===== src/logic/dma_ll_pkg.sv =====
// shared constants for the linked-list dma sequencer and its host end
// What this block does
// - software masks both list-channel completion bits
// - list channel: source=descriptor, destination=alternate source
// - list channel length is 4: five words
// - list channel: word memory copy, partner set
// - writing 1 to enable starts channel
// - list channel fetches five-word descriptor when enabled
// - list channel disables itself silently after fetch
// - finished list channel enables its partner channel
// - block channel moves elements, waits for peripherals
// - count reaching length clears count, sets status
// - finished block channel enables list channel if partnered
// - last entry moves one word then completes
// - last write may target the software interrupt
// - last entry has partner off: list stops
// - nonzero peripheral select paces by that peripheral
// - both selects nonzero: move while both request
// - software chooses per-block or end-of-list notice
// - descriptor words: source, dest, length, config, next
// - alternate registers consecutive across channel pair
// - lower channel handles blocks, higher follows list
package dma_ll_pkg;
  localparam int NCH_DEF = 2;
  localparam int NPERIPH = 16;
  localparam int DESC_WORDS = 5;
  localparam logic [31:0] LIST_LEN = 32'h0000_0004;
  // register window, as seen both by apb and by the dma's own writes
  localparam logic [19:0] REG_PAGE = 20'h80103;
  localparam logic [31:0] REG_BASE = {REG_PAGE, 12'h000};
  localparam logic [3:0] WIN_CHAN = 4'h0;
  localparam logic [3:0] WIN_ALT = 4'h2;
  localparam logic [3:0] WIN_GLOB = 4'hC;
  localparam int CH_IDX_LSB = 5;
  localparam int ALT_IDX_LSB = 4;
  localparam logic [11:0] CH_STRIDE = 12'h020;
  localparam logic [11:0] ALT_STRIDE = 12'h010;
  localparam logic [2:0] REG_SRC = 3'h0;
  localparam logic [2:0] REG_DST = 3'h1;
  localparam logic [2:0] REG_LEN = 3'h2;
  localparam logic [2:0] REG_CFG = 3'h3;
  localparam logic [2:0] REG_CNT = 3'h4;
  localparam logic [11:0] OFF_ALT = 12'h200;
  localparam logic [11:0] OFF_ENABLE = 12'hC00;
  localparam logic [11:0] OFF_STAT = 12'hC04;
  localparam logic [11:0] OFF_MASK = 12'hC08;
  localparam logic [11:0] OFF_SOFTINT = 12'hC10;
  // configuration word fields
  localparam int CFG_SIZE_LSB = 0;
  localparam int CFG_SSEL_LSB = 2;
  localparam int CFG_DSEL_LSB = 6;
  localparam int CFG_PCH_LSB = 10;
  localparam int CFG_PEN_BIT = 13;
  localparam int CFG_CIRC_BIT = 14;
  localparam logic [1:0] SIZE_BYTE = 2'h0;
  localparam logic [1:0] SIZE_HALF = 2'h1;
  localparam logic [1:0] SIZE_WORD = 2'h2;
  // status: bit 2c block done, bit 2c+1 half done, top bit software
  localparam int STAT_SOFT_BIT = 31;
  localparam logic [31:0] STAT_RST = 32'h0000_0000;
  localparam logic [31:0] MASK_RST = 32'hFFFF_FFFF;
  localparam int HOST_MEM_WORDS = 1024;
endpackage : dma_ll_pkg


===== src/logic/dma_link_if.sv =====
// connection between the dma device end and its host end
`timescale 1ns/1ns
interface dma_link_if;
  // apb register bus, host is master
  logic psel;
  logic penable;
  logic pwrite;
  logic [31:0] paddr;
  logic [31:0] pwdata;
  logic [31:0] prdata;
  logic pready;
  logic pslverr;
  // system bus, dma is master
  logic mem_req;
  logic mem_we;
  logic [31:0] mem_addr;
  logic [3:0] mem_be;
  logic [31:0] mem_wdata;
  logic [31:0] mem_rdata;
  logic mem_ack;
  // peripheral flow control
  logic [15:0] periph_req;
  logic [15:0] periph_ack;
  modport dev (
    input psel, penable, pwrite, paddr, pwdata,
    output prdata, pready, pslverr,
    output mem_req, mem_we, mem_addr, mem_be, mem_wdata,
    input mem_rdata, mem_ack,
    input periph_req,
    output periph_ack
  );
  modport host (
    output psel, penable, pwrite, paddr, pwdata,
    input prdata, pready, pslverr,
    input mem_req, mem_we, mem_addr, mem_be, mem_wdata,
    output mem_rdata, mem_ack,
    output periph_req,
    input periph_ack
  );
endinterface : dma_link_if


===== src/logic/dma_ll_device.sv =====
// dma controller with paired-channel linked-list sequencing
`timescale 1ns/1ns
module dma_ll_device
  import dma_ll_pkg::*;
#(
  parameter int NCH = NCH_DEF
) (
  // clock and reset
  input wire logic clk,
  input wire logic rst,
  // link to host side
  dma_link_if.dev lnk,
  // user side
  output logic irq,
  output logic [NCH-1:0] chan_active
);
  typedef enum {ST_IDLE, ST_READ, ST_WRITE} state_type;
  localparam int CW = (NCH > 1) ? $clog2(NCH) : 1;

  state_type st_r;
  logic [CW-1:0] sel_r;
  logic [31:0] data_r;
  logic [31:0] src_r [NCH];
  logic [31:0] dst_r [NCH];
  logic [31:0] len_r [NCH];
  logic [31:0] cfg_r [NCH];
  logic [31:0] cnt_r [NCH];
  logic [31:0] csrc_r [NCH];
  logic [31:0] cdst_r [NCH];
  logic [NCH-1:0] en_r, en_nxt, start, rdy;
  logic [31:0] stat_r, stat_nxt, mask_r;

  function automatic logic [31:0] step(input logic [1:0] sz);
    case (sz)
      SIZE_BYTE: step = 32'h0000_0001;
      SIZE_HALF: step = 32'h0000_0002;
      default: step = 32'h0000_0004;
    endcase
  endfunction : step

  function automatic logic [3:0] lanes(input logic [1:0] sz,
                                       input logic [1:0] a);
    case (sz)
      SIZE_BYTE: lanes = 4'h1 << a;
      SIZE_HALF: lanes = a[1] ? 4'hC : 4'h3;
      default: lanes = 4'hF;
    endcase
  endfunction : lanes

  // element picked from its lane and copied to every lane, so the
  // write side can land it at any alignment
  function automatic logic [31:0] spread(input logic [31:0] d,
                                         input logic [1:0] sz,
                                         input logic [1:0] a);
    logic [31:0] s;
    s = d >> {a, 3'h0};
    case (sz)
      SIZE_BYTE: spread = {4{s[7:0]}};
      SIZE_HALF: spread = {2{s[15:0]}};
      default: spread = d;
    endcase
  endfunction : spread

  function automatic logic [3:0] psel_of(input logic [31:0] c,
                                         input int lsb);
    psel_of = c[lsb +: 4];
  endfunction : psel_of

  function automatic logic in_window(input logic [31:0] a);
    in_window = (a[31:12] == REG_PAGE);
  endfunction : in_window

  // selected channel and its fields
  wire [31:0] s_cfg = cfg_r[sel_r];
  wire [1:0] s_size = s_cfg[CFG_SIZE_LSB +: 2];
  wire [3:0] s_ssel = psel_of(s_cfg, CFG_SSEL_LSB);
  wire [3:0] s_dsel = psel_of(s_cfg, CFG_DSEL_LSB);
  wire [2:0] s_pch = s_cfg[CFG_PCH_LSB +: 3];
  wire s_pen = s_cfg[CFG_PEN_BIT];
  wire s_circ = s_cfg[CFG_CIRC_BIT];
  wire [31:0] s_src = csrc_r[sel_r];
  wire [31:0] s_dst = cdst_r[sel_r];
  wire s_last = (cnt_r[sel_r] == len_r[sel_r]);
  wire s_half = (cnt_r[sel_r] == (len_r[sel_r] >> 1));
  wire dst_int = in_window(s_dst);

  // one element finished when its write lands; writes into our own
  // register window take a single cycle and never reach the bus
  wire int_wr = (st_r == ST_WRITE) && dst_int;
  wire xfer_done = (st_r == ST_WRITE) && (dst_int || lnk.mem_ack);
  wire blk_done = xfer_done && s_last;

  // peripheral pacing: a zero select means memory, always ready
  always_comb begin
    for (int c = 0; c < NCH; c++) begin
      logic [3:0] ss;
      logic [3:0] ds;
      ss = psel_of(cfg_r[c], CFG_SSEL_LSB);
      ds = psel_of(cfg_r[c], CFG_DSEL_LSB);
      rdy[c] = en_r[c] && (ss == 4'h0 || lnk.periph_req[ss])
               && (ds == 4'h0 || lnk.periph_req[ds]);
    end
  end

  // lowest ready channel wins the single bus port
  logic [CW-1:0] pick;
  logic pick_ok;
  always_comb begin
    pick = '0;
    pick_ok = 1'b0;
    for (int c = NCH - 1; c >= 0; c--) begin
      if (rdy[c]) begin
        pick = CW'(c);
        pick_ok = 1'b1;
      end
    end
  end

  // bus master outputs
  assign lnk.mem_req = (st_r == ST_READ) || ((st_r == ST_WRITE) && !dst_int);
  assign lnk.mem_we = (st_r == ST_WRITE);
  assign lnk.mem_addr = (st_r == ST_WRITE) ? s_dst : s_src;
  assign lnk.mem_be = lanes(s_size, lnk.mem_addr[1:0]);
  assign lnk.mem_wdata = data_r;
  assign lnk.periph_ack = xfer_done ?
    (NPERIPH'(1) << s_ssel | NPERIPH'(1) << s_dsel) & 16'hFFFE : 16'h0000;

  // register write port: the dma's own writes take precedence and
  // stall apb for that one cycle, so neither write is lost
  wire apb_acc = lnk.psel && lnk.penable;
  wire [11:0] p_off = lnk.paddr[11:0];
  assign lnk.pready = !int_wr;
  wire rw_en = int_wr || (apb_acc && lnk.pwrite && !int_wr);
  wire [11:0] rw_off = int_wr ? s_dst[11:0] : p_off;
  wire [31:0] rw_data = int_wr ? data_r : lnk.pwdata;
  wire rw_chan = (rw_off[11:8] == WIN_CHAN);
  wire rw_alt = (rw_off[11:8] == WIN_ALT);
  wire [2:0] rw_ch = rw_chan ? rw_off[CH_IDX_LSB +: 3]
                             : rw_off[ALT_IDX_LSB +: 3];
  wire [2:0] rw_reg = rw_chan ? rw_off[4:2] : {1'b0, rw_off[3:2]};

  // address map check
  logic p_map;
  logic [31:0] p_rd;
  wire [2:0] p_ch = p_off[CH_IDX_LSB +: 3];
  always_comb begin
    p_map = 1'b1;
    p_rd = 32'h0000_0000;
    if (p_off[11:8] == WIN_CHAN && p_ch < NCH && p_off[1:0] == 2'h0) begin
      case (p_off[4:2])
        REG_SRC: p_rd = src_r[p_ch[CW-1:0]];
        REG_DST: p_rd = dst_r[p_ch[CW-1:0]];
        REG_LEN: p_rd = len_r[p_ch[CW-1:0]];
        REG_CFG: p_rd = cfg_r[p_ch[CW-1:0]];
        REG_CNT: p_rd = cnt_r[p_ch[CW-1:0]];
        default: p_map = 1'b0;
      endcase
    end else begin
      case (p_off)
        OFF_ENABLE: p_rd = 32'(en_r);
        OFF_STAT: p_rd = stat_r;
        OFF_MASK: p_rd = mask_r;
        OFF_SOFTINT: p_rd = 32'(stat_r[STAT_SOFT_BIT]);
        default: p_map = 1'b0;
      endcase
    end
  end
  assign lnk.prdata = p_rd;
  assign lnk.pslverr = apb_acc && !p_map;

  // enable and status next values
  always_comb begin
    en_nxt = en_r;
    stat_nxt = stat_r;
    if (rw_en && rw_off == OFF_ENABLE) begin
      en_nxt = rw_data[NCH-1:0];
    end
    if (rw_en && rw_off == OFF_STAT) begin
      stat_nxt = stat_r & ~rw_data;
    end
    if (rw_en && rw_off == OFF_SOFTINT) begin
      stat_nxt[STAT_SOFT_BIT] = 1'b1;
    end
    if (xfer_done && s_half) begin
      stat_nxt[2 * sel_r + 1] = 1'b1;
    end
    if (blk_done) begin
      stat_nxt[2 * sel_r] = 1'b1;
      if (!s_circ) begin
        en_nxt[sel_r] = 1'b0;
      end
      if (s_pen && s_pch < NCH) begin
        en_nxt[s_pch[CW-1:0]] = 1'b1;
      end
    end
  end
  assign start = en_nxt & ~en_r;
  // masked bits stay silent; a fully masked list channel never shows
  assign irq = |(stat_r & ~mask_r);
  assign chan_active = en_r;

  always_ff @(posedge clk or posedge rst) begin
    if (rst) begin
      en_r <= '0;
      stat_r <= STAT_RST;
      mask_r <= MASK_RST;
    end else begin
      en_r <= en_nxt;
      stat_r <= stat_nxt;
      if (rw_en && rw_off == OFF_MASK) begin
        mask_r <= rw_data;
      end
    end
  end

  // transfer sequencer: read an element, then write it
  always_ff @(posedge clk or posedge rst) begin
    if (rst) begin
      st_r <= ST_IDLE;
      sel_r <= '0;
      data_r <= 32'h0000_0000;
    end else begin
      case (st_r)
        ST_IDLE: begin
          if (pick_ok) begin
            sel_r <= pick;
            st_r <= ST_READ;
          end
        end
        ST_READ: begin
          if (lnk.mem_ack) begin
            data_r <= spread(lnk.mem_rdata, s_size, s_src[1:0]);
            st_r <= ST_WRITE;
          end
        end
        ST_WRITE: begin
          if (xfer_done) begin
            st_r <= ST_IDLE;
          end
        end
        default: st_r <= ST_IDLE;
      endcase
    end
  end

  // channel registers; the alternate window aliases the working set
  // and is laid out so five words walk block src, dst,
  // len, cfg and then the next channel's src
  always_ff @(posedge clk or posedge rst) begin
    if (rst) begin
      for (int c = 0; c < NCH; c++) begin
        src_r[c] <= 32'h0000_0000;
        dst_r[c] <= 32'h0000_0000;
        len_r[c] <= 32'h0000_0000;
        cfg_r[c] <= 32'h0000_0000;
        cnt_r[c] <= 32'h0000_0000;
        csrc_r[c] <= 32'h0000_0000;
        cdst_r[c] <= 32'h0000_0000;
      end
    end else begin
      if (rw_en && (rw_chan || rw_alt) && rw_ch < NCH) begin
        case (rw_reg)
          REG_SRC: src_r[rw_ch[CW-1:0]] <= rw_data;
          REG_DST: dst_r[rw_ch[CW-1:0]] <= rw_data;
          REG_LEN: len_r[rw_ch[CW-1:0]] <= rw_data;
          REG_CFG: cfg_r[rw_ch[CW-1:0]] <= rw_data;
          default: ;
        endcase
      end
      if (xfer_done) begin
        cnt_r[sel_r] <= s_last ? 32'h0000_0000
                               : cnt_r[sel_r] + 32'h0000_0001;
        // peripheral sides keep a fixed address
        if (s_ssel == 4'h0) begin
          csrc_r[sel_r] <= s_src + step(s_size);
        end
        if (s_dsel == 4'h0) begin
          cdst_r[sel_r] <= s_dst + step(s_size);
        end
        if (s_last && s_circ) begin
          csrc_r[sel_r] <= src_r[sel_r];
          cdst_r[sel_r] <= dst_r[sel_r];
        end
      end
      for (int c = 0; c < NCH; c++) begin
        if (start[c]) begin
          csrc_r[c] <= src_r[c];
          cdst_r[c] <= dst_r[c];
          cnt_r[c] <= 32'h0000_0000;
        end
      end
    end
  end
endmodule : dma_ll_device


===== src/flat_wrapper.sv =====
// flat-port wrapper written by rule: the top's interface ports become plain ports
module dma_ll_device_flat import dma_ll_pkg::*;
#(
  parameter int NCH = NCH_DEF
)
  (clk, rst, irq, chan_active, lnk_psel, lnk_penable, lnk_pwrite, lnk_paddr, lnk_pwdata, lnk_prdata, lnk_pready, lnk_pslverr, lnk_mem_req, lnk_mem_we, lnk_mem_addr, lnk_mem_be, lnk_mem_wdata, lnk_mem_rdata, lnk_mem_ack, lnk_periph_req, lnk_periph_ack);
  dma_link_if lnk_i ();
  input wire logic clk;
  input wire logic rst;
  output logic irq;
  output logic [NCH-1:0] chan_active;
  input wire logic [$bits(lnk_i.psel)-1:0] lnk_psel;
  input wire logic [$bits(lnk_i.penable)-1:0] lnk_penable;
  input wire logic [$bits(lnk_i.pwrite)-1:0] lnk_pwrite;
  input wire logic [$bits(lnk_i.paddr)-1:0] lnk_paddr;
  input wire logic [$bits(lnk_i.pwdata)-1:0] lnk_pwdata;
  output wire logic [$bits(lnk_i.prdata)-1:0] lnk_prdata;
  output wire logic [$bits(lnk_i.pready)-1:0] lnk_pready;
  output wire logic [$bits(lnk_i.pslverr)-1:0] lnk_pslverr;
  output wire logic [$bits(lnk_i.mem_req)-1:0] lnk_mem_req;
  output wire logic [$bits(lnk_i.mem_we)-1:0] lnk_mem_we;
  output wire logic [$bits(lnk_i.mem_addr)-1:0] lnk_mem_addr;
  output wire logic [$bits(lnk_i.mem_be)-1:0] lnk_mem_be;
  output wire logic [$bits(lnk_i.mem_wdata)-1:0] lnk_mem_wdata;
  input wire logic [$bits(lnk_i.mem_rdata)-1:0] lnk_mem_rdata;
  input wire logic [$bits(lnk_i.mem_ack)-1:0] lnk_mem_ack;
  input wire logic [$bits(lnk_i.periph_req)-1:0] lnk_periph_req;
  output wire logic [$bits(lnk_i.periph_ack)-1:0] lnk_periph_ack;
  assign lnk_i.psel = lnk_psel;
  assign lnk_i.penable = lnk_penable;
  assign lnk_i.pwrite = lnk_pwrite;
  assign lnk_i.paddr = lnk_paddr;
  assign lnk_i.pwdata = lnk_pwdata;
  assign lnk_prdata = lnk_i.prdata;
  assign lnk_pready = lnk_i.pready;
  assign lnk_pslverr = lnk_i.pslverr;
  assign lnk_mem_req = lnk_i.mem_req;
  assign lnk_mem_we = lnk_i.mem_we;
  assign lnk_mem_addr = lnk_i.mem_addr;
  assign lnk_mem_be = lnk_i.mem_be;
  assign lnk_mem_wdata = lnk_i.mem_wdata;
  assign lnk_i.mem_rdata = lnk_mem_rdata;
  assign lnk_i.mem_ack = lnk_mem_ack;
  assign lnk_i.periph_req = lnk_periph_req;
  assign lnk_periph_ack = lnk_i.periph_ack;
  dma_ll_device #(.NCH(NCH)) u_core (.clk(clk), .rst(rst), .lnk(lnk_i), .irq(irq), .chan_active(chan_active));
endmodule

===== config.mk =====
export PLATFORM = sky130hd
export DESIGN_NAME = dma_ll_device_flat
export DESIGN_NICKNAME = d
export VERILOG_FILES = /design/src/logic/dma_ll_pkg.sv /design/src/logic/dma_link_if.sv /design/src/logic/dma_ll_device.sv /design/src/flat_wrapper.sv
export SDC_FILE = /design/constraint.sdc
export NUM_CORES = 2
export LEC_CHECK = 0
export BUFFER_PORTS_ARGS = -buffer_cell sky130_fd_sc_hd__buf_2
export CAP_MARGIN = 0
export CORE_ASPECT_RATIO = 1.4
export CORE_MARGIN = 2
export CORE_UTILIZATION = 40
export DETAILED_ROUTE_END_ITERATION = 10
export GPL_TIMING_DRIVEN = 0
export PLACE_DENSITY = 0.68
export SLEW_MARGIN = 25
export SYNTH_ARGS = -nofsm -noshare
export SYNTH_HDL_FRONTEND = slang
export SYNTH_SLANG_ARGS = --single-unit
export TNS_END_PERCENT = 5

===== constraint.sdc =====
create_clock -name clk -period 20.7 [get_ports clk]
set_input_delay 2.07 -clock clk [delete_from_list [all_inputs] [get_ports clk]]
set_output_delay 2.07 -clock clk [all_outputs]
set_load 0.05 [all_outputs]

======== Yosys cells after proc, flatten, opt, wreduce, memory -nomap -nowiden ========
Index checks and enable logic that the tools add are counted.
W data, S select, Z words.
word-level totals
  register bits ........................... 579
  word-level logic and storage cells ...... 272
operators by class
  add/subtract/negate cells ............... 4
  order comparisons ....................... 20
  equal/unequal tests ..................... 27
  shift operators ......................... 4
  mux-type cells .......................... 117
  bitwise operators ....................... 15
  reduce and logical (&&, ||, !) cells .... 65
operators by type and width
  kind                     count
  $mux W32                 55
  $bwmux W64               9
  $mux W64                 9
  $pmux W32 S5             1
  $pmux W32 S4             1
  $eq A12 B12 Y1 const B   8
  $pmux W32 S3             1
  $add A32 B32 Y32         2
  $and A32 B32 Y32         2
  $demux W32 S1            2
  $eq A32 B2 Y1 const B    2
  $not A32 Y32             2
  $pmux W32 S2             1
  $mux W15                 3
  $add A32 B1 Y32 const B  1
  $eq A32 B1 Y1 const B    1
  $eq A32 B3 Y1 const B    1
  $eq A32 B31 Y1           1
  $eq A32 B32 Y1           1
  $ge A32 B1 Y1 const B    1
  $logic_not A32 Y1        1
  $logic_not A4 Y1         8
  $lt A32 B6 Y1 const B    1
  $or A32 B3 Y32           1
  other kinds (48)         137

======== Logic depth before layout (Yosys ltp) ========
  word-level depth ........................ 19
  gate-level depth with buffers ........... 23
  mapped depth without buffers ............ 14

======== Worst setup path before layout ========
OpenSTA, ideal clock, no wires.
  path type ............................... input to output
  start ................................... input port lnk_paddr[4]
  end ..................................... output port lnk_prdata[15]
  arrival ................................. 4757 ps
  required time ........................... 18630 ps
  setup slack ............................. 13873 ps
  stages .................................. 9
  buffers on the path ..................... 4
  cell sequence ........................... clkbuf_1 clkbuf_1 nor2_1 clkbuf_1 buf_1 a21oi_1 a21oi_1 a21oi_1 o21ai_0
on the way
  word-level cells in the longest chain between the ends .. 3
RTL lines
  what                                          line                                        text
  start: declaration                            flat_wrapper.sv:15                          input wire logic [$bits(lnk_i.paddr)-1:0] lnk_paddr;
  $eq A12 B12 Y1 (tied with other cells)        dma_ll_device.sv:159                        case (p_off)
  $pmux W32 S4 or $pmux W32 S5 (tied branches)  dma_ll_device.sv:159, dma_ll_device.sv:150
  $mux W32 (*)                                  dma_ll_device.sv:149                        if (p_off[11:8] == WIN_CHAN && p_ch < NCH && p_off[1:0] == 2'h0) begin
  end: declaration                              flat_wrapper.sv:17                          output wire logic [$bits(lnk_i.prdata)-1:0] lnk_prdata;
Every way passes the cells marked *; elsewhere a longest branch is shown, timed or not.

======== Final worst setup path ========
  start ................................... register u_core.sel_r
  end ..................................... register u_core.cdst_r[30] in the netlist's numbering
on the way
  word-level cells in the longest chain between the ends .. 19
RTL lines
  what                                                       line                  text
  start: declaration                                         dma_ll_device.sv:21   logic [CW-1:0] sel_r;
  start signal: assignment                                   dma_ll_device.sv:226  sel_r <= pick;
  branches (longest 19 deep; another with $add A32 B32 Y32)  --
  end signal: indexed assignment                             dma_ll_device.sv:278  cdst_r[sel_r] <= s_dst + step(s_size);
  end signal: indexed assignment                             dma_ll_device.sv:282  cdst_r[sel_r] <= dst_r[sel_r];
  end signal: indexed assignment                             dma_ll_device.sv:288  cdst_r[c] <= dst_r[c];
  end: declaration                                           dma_ll_device.sv:29   logic [31:0] cdst_r [NCH];
Several ways; the timed one is not identified. The select of a mux whose other input is x is not followed.
A chain may end at the register's enable or synchronous reset.

==> impl.org <==
** Route
- After detailed routing, the number of remaining DRC violations is 5.
- Antenna-violating nets left :: 0
- Detailed Route Iter0 Violations :: 5592
- Detailed routing inserted a total of 38190 vias.
- The first detailed-routing pass took 6 iterations.
- In the routed layout, each cell is associated on average with a via count of 6.936.
- Dividing the detail-routed wire length by the instance count gives 40.06 um.
- Wire length reported by the detailed router :: 220.6 mm

** Power and ir drop
- The analysis attributes to cell leakage a power of 17.01 nW.
- The worst-case IR drop observed on VDD is 0.0001320 V.
- For this design the total switching power over the nets is 1.581 mW.
- Of the total power, the share spent switching nets is 43.04%.
- Proportion of power drawn by flip-flops and latches :: 36.8%
- Pwr dens :: 92.83 nW/um^2
- The completed layout was analyzed and its total power is 3.673 mW.
- P_int :: 2.092 mW
- Proportion of power drawn by combinational gates :: 32.7%
- Clock power share :: 30.4%

** Synthesis
- Number of flops mapped to enable cells by yosys :: 0
- The share of synthesized area in the top cell type comes to 37.97%.
- Post-synthesis async set-or-reset flop share :: 100.0%
- Cell area after synthesis :: 34070 um^2
- A synthesized cell averages 8.405 um^2.
- After synthesis the netlist holds a flip-flop and latch count of 549.
- Ranking of synthesized cells by area :: sky130_fd_sc_hd__dfrtp_1 (38%), sky130_fd_sc_hd__a21oi_1 (8.0%), sky130_fd_sc_hd__nor2_1 (6.9%)
- Post-synth top area cell :: sky130_fd_sc_hd__dfrtp_1
- Counting every net in the synthesized netlist gives 4181.
- Counting every instance in the synthesized netlist gives 4054.
- Seq/Total Area, Yosys :: 40.44%
- Counting distinct cell types in the post-synthesis netlist gives 87.
- Dominant register cell in the synthesized netlist :: sky130_fd_sc_hd__dfrtp_1
- During synthesis, Yosys emitted a total of 0 warnings.

** Timing
- Period minus WS final :: 9.712 ns
- Hold timing on the final database bottoms out at a slack of 0.4938 ns.
- Clock skew on the completed layout was measured at 0.06650 ns.
- Headroom to the max-slew limit came out at 14.49%.
- Tightest Pin Transition :: 1.283 ns
- Across all setup checks in the final design, the least slack found is 10.99 ns.
- The final max-slew violation count was 0.
- Based on the critical path, the design can be clocked at up to 0.1030 GHz.
- Setup violations remaining at the end of the flow were counted as 0.
- Setup repair after global routing left no endpoint under its margin.
- Number of endpoints with negative hold slack in the final report :: 0
- After layout, the worst path uses 46.92% of the clock period.

** Critical path
- Data required time at the worst endpoint :: 21.36 ns
- Crit path cell chain :: buf_4 -> buf_4 -> buf_4 -> buf_2 -> buf_2 -> buf_2 -> mux2i_1 -> clkinv_1 -> nor2_1 -> clkinv_1 -> fa_1 -> nor2b_1 -> o21a_1 -> nand2_1 -> or3_1 -> nor3_1 -> a22o_1 -> a21oi_1 -> o21ai_1 -> o21a_1
- Signal arrival time at the worst endpoint :: 10.37 ns
- The slowest stage of the critical path belongs to the cell sky130_fd_sc_hd__nor3_1.
- Startpoint-to-endpoint class of the critical path :: register to register
- Largest fanout on the critical path :: 10
- The worst setup path is captured at a register.
- Largest incremental delay on the critical path :: 0.83 ns
- The worst setup path is launched from a register.
- Flop2flop setup slack :: 10.99 ns

** CTS
- Clock Sinks :: 549
- Maximum root-to-sink buffer count :: 3
- Buffers inserted during clock tree synthesis total 59.
- After clock tree synthesis, the clock-pin slew on the worst setup and hold paths is 0.08 ns.
- Once the clock tree was built, the setup fixing pass inserted 0 buffers.
- Library cell used as clock root buffer :: sky130_fd_sc_hd__clkbuf_16
- Worst skew pair latency :: 0.72 ns
- For this design, the CTS-stage hold fixing added 0 buffers.
- TritonCTS built the clock tree.
- CTS built an H-tree with a depth of 2.
- Post-cts repair resize count :: 0

** Die
- Die span in y :: 349.3 um
- The die covers 87560 um^2.
- In this run the horizontal extent of the chip is 250.7 um.
- Core Area :: 84340 um^2
- Once the floorplan was initialized, standard cells occupied 40.40% of the core.
- Total number of placement rows :: 126
- 241 I/O pins were placed.

** Global route
- GRT Overall Usage :: 49.77%
- The number of global-route vias before repair is 36220.
- First-pass GRT wire length :: 300.0 mm
- Remaining Overflow, GRT :: 0
- Number of antenna violations at the first check in global routing :: 26
- Maximum number of pins on one net before global-route repair :: 92

** Hold path
- In this run the worst hold path is classified as register to register.

** Finish
- Layout Cell Area excl Fill :: 39560 um^2
- NumNets Final :: 4487
- Area growth syn-to-layout :: 16.11%
- Of the cells placed in the final design, the portion with a size suffix greater than 1 is 14.65%.
- Commonest cells after routing, fill and taps aside :: sky130_fd_sc_hd__nor2_1 (628), sky130_fd_sc_hd__a21oi_1 (542), sky130_fd_sc_hd__dfrtp_1 (517), sky130_fd_sc_hd__nand2_1 (331), sky130_fd_sc_hd__buf_2 (292)
- The library cell used most frequently in the layout, excluding fill and tap cells, is sky130_fd_sc_hd__nor2_1.

** Place
- Number of buffers added on ports :: 216
- Area post-placement :: 37540 um^2
- Before CTS, the worst setup slack after placement is 11.84 ns.
- At the end of routability-driven placement, the weighted congestion stood at 1.120.
- Post-DP HPWL :: 168.7 mm

** Run status
- The flow ran to the end, but the final reports show violations.
- Violations in the final reports :: design-rule violations

** Flow run
- Maximum capacitance violations :: 0
==> sequential cells by signal, indices dropped and copies added (netlist names), 2 cells and up <==
signal                count
u_core.len_r             64
u_core.src_r             64
u_core.cnt_r             64
u_core.cdst_r            64
u_core.chan_active        2
u_core.mask_r            32
u_core.cfg_r             64
u_core.lnk.mem_wdata     32
u_core.st_r               2
u_core.stat_r            32
u_core.dst_r             64
u_core.csrc_r            64
==> through the flow <==
stage          setup TNS (ns)  instances  utilization (%)
5_1_grt                     0       5497            46.88
2_1_floorplan               0       4054                -
3_3_place_gp         -1950.92       5358            43.29
6_report                    0       5506            46.91
3_5_place_dp                0       5385            44.51
4_1_cts                     0       5495            46.81
==> per-layer routing <==
| metal | GRT usage (%) | routed length [um] |
|---|---|---|
| met1 | 55.01 | 73390 |
| met2 | 75.14 | 94920 |
| met4 | 47.51 | 26030 |
| met3 | 16.45 | 25980 |
| met5 | 0 | 257 |
==> synth_stat cells, types with 70 or more instances <==
master                       n
sky130_fd_sc_hd__xnor2_1    78
sky130_fd_sc_hd__inv_1      87
sky130_fd_sc_hd__nand2_1   331
sky130_fd_sc_hd__nor2_1    630
sky130_fd_sc_hd__o21ai_0   234
sky130_fd_sc_hd__buf_2      70
sky130_fd_sc_hd__clkbuf_1  193
sky130_fd_sc_hd__a21oi_1   543
sky130_fd_sc_hd__nand3_1   105
sky130_fd_sc_hd__mux2i_1   158
sky130_fd_sc_hd__nor3_1    130
sky130_fd_sc_hd__dfrtp_1   517
==> layout make-up <==
| cell class | count | area [um^2] |
|---|---|---|
| timing repair buffer | 245 | 1670 |
| antenna | 9 | 22.52 |
| clock inverter | 28 | 275.3 |
| fill | 8396 | 44780 |
| buffer | 312 | 1341 |
| inverter | 92 | 352.8 |
| tap | 1088 | 1361 |
| multi-input combinational | 3101 | 19100 |
| clock buffer | 82 | 1663 |
| sequential | 549 | 13780 |
==> worst max-delay path: cells and delay by family (launching register included) <==
kind / cells / cell delay [ns]
buffers and inverters: 8 / 3.98
AND/OR/NAND/NOR: 5 / 2.94
AO/OA/AOI/OAI: 5 / 0.90
flip-flops: 1 / 0.76
adder cells (fa/ha/maj): 1 / 0.68
multiplexers: 1 / 0.34
==> kinds of logic (layout without fill, tap and decap cells) <==
logic type / after synthesis / after routing / share of synthesized area [%]
simple gates: 1452 / 1452 / 19.17
compound gates: 1261 / 1261 / 22.74
flops: 549 / 549 / 40.44
buf+inv: 404 / 759 / 4.873
mux: 243 / 243 / 8.916
xor+xnor: 134 / 134 / 3.444
fa+ha+maj: 10 / 10 / 0.4039
other cells: 1 / 10 / 0.01101
==> final timing paths <==
path / start / endpoint / cells after the start
worst min register to register: u_core.mask_r[8]$_DFFE_PP1P_ / u_core.mask_r[8]$_DFFE_PP1P_ / 2
min in group asynchronous: rst / u_core.cnt_r[18]$_DFFE_PP0P_ / 2
max in group asynchronous: rst / u_core.cdst_r[39]$_DFFE_PP0P_ / 5
worst max-delay path: u_core.sel_r$_DFFE_PP0P_ / u_core.cdst_r[30]$_DFFE_PP0P_ / 20
worst max register to register: u_core.sel_r$_DFFE_PP0P_ / u_core.cdst_r[30]$_DFFE_PP0P_ / 20
worst min-delay path: u_core.mask_r[8]$_DFFE_PP1P_ / u_core.mask_r[8]$_DFFE_PP1P_ / 2
==> power groups by stage <==
stage	Sequential, mW	Clock (mW)	Combinational [mW]
6_report	1.35	1.12	1.20
5_1_grt	1.35	1.15	1.24
4_1_cts	1.34	1.11	1.15
3_5_place_dp	1.36	0	1.15
3_3_place_gp	1.34	0	1.12
2_1_floorplan	1.37	0	0.629
No activity file was read; power rests on OpenSTA's default activity.
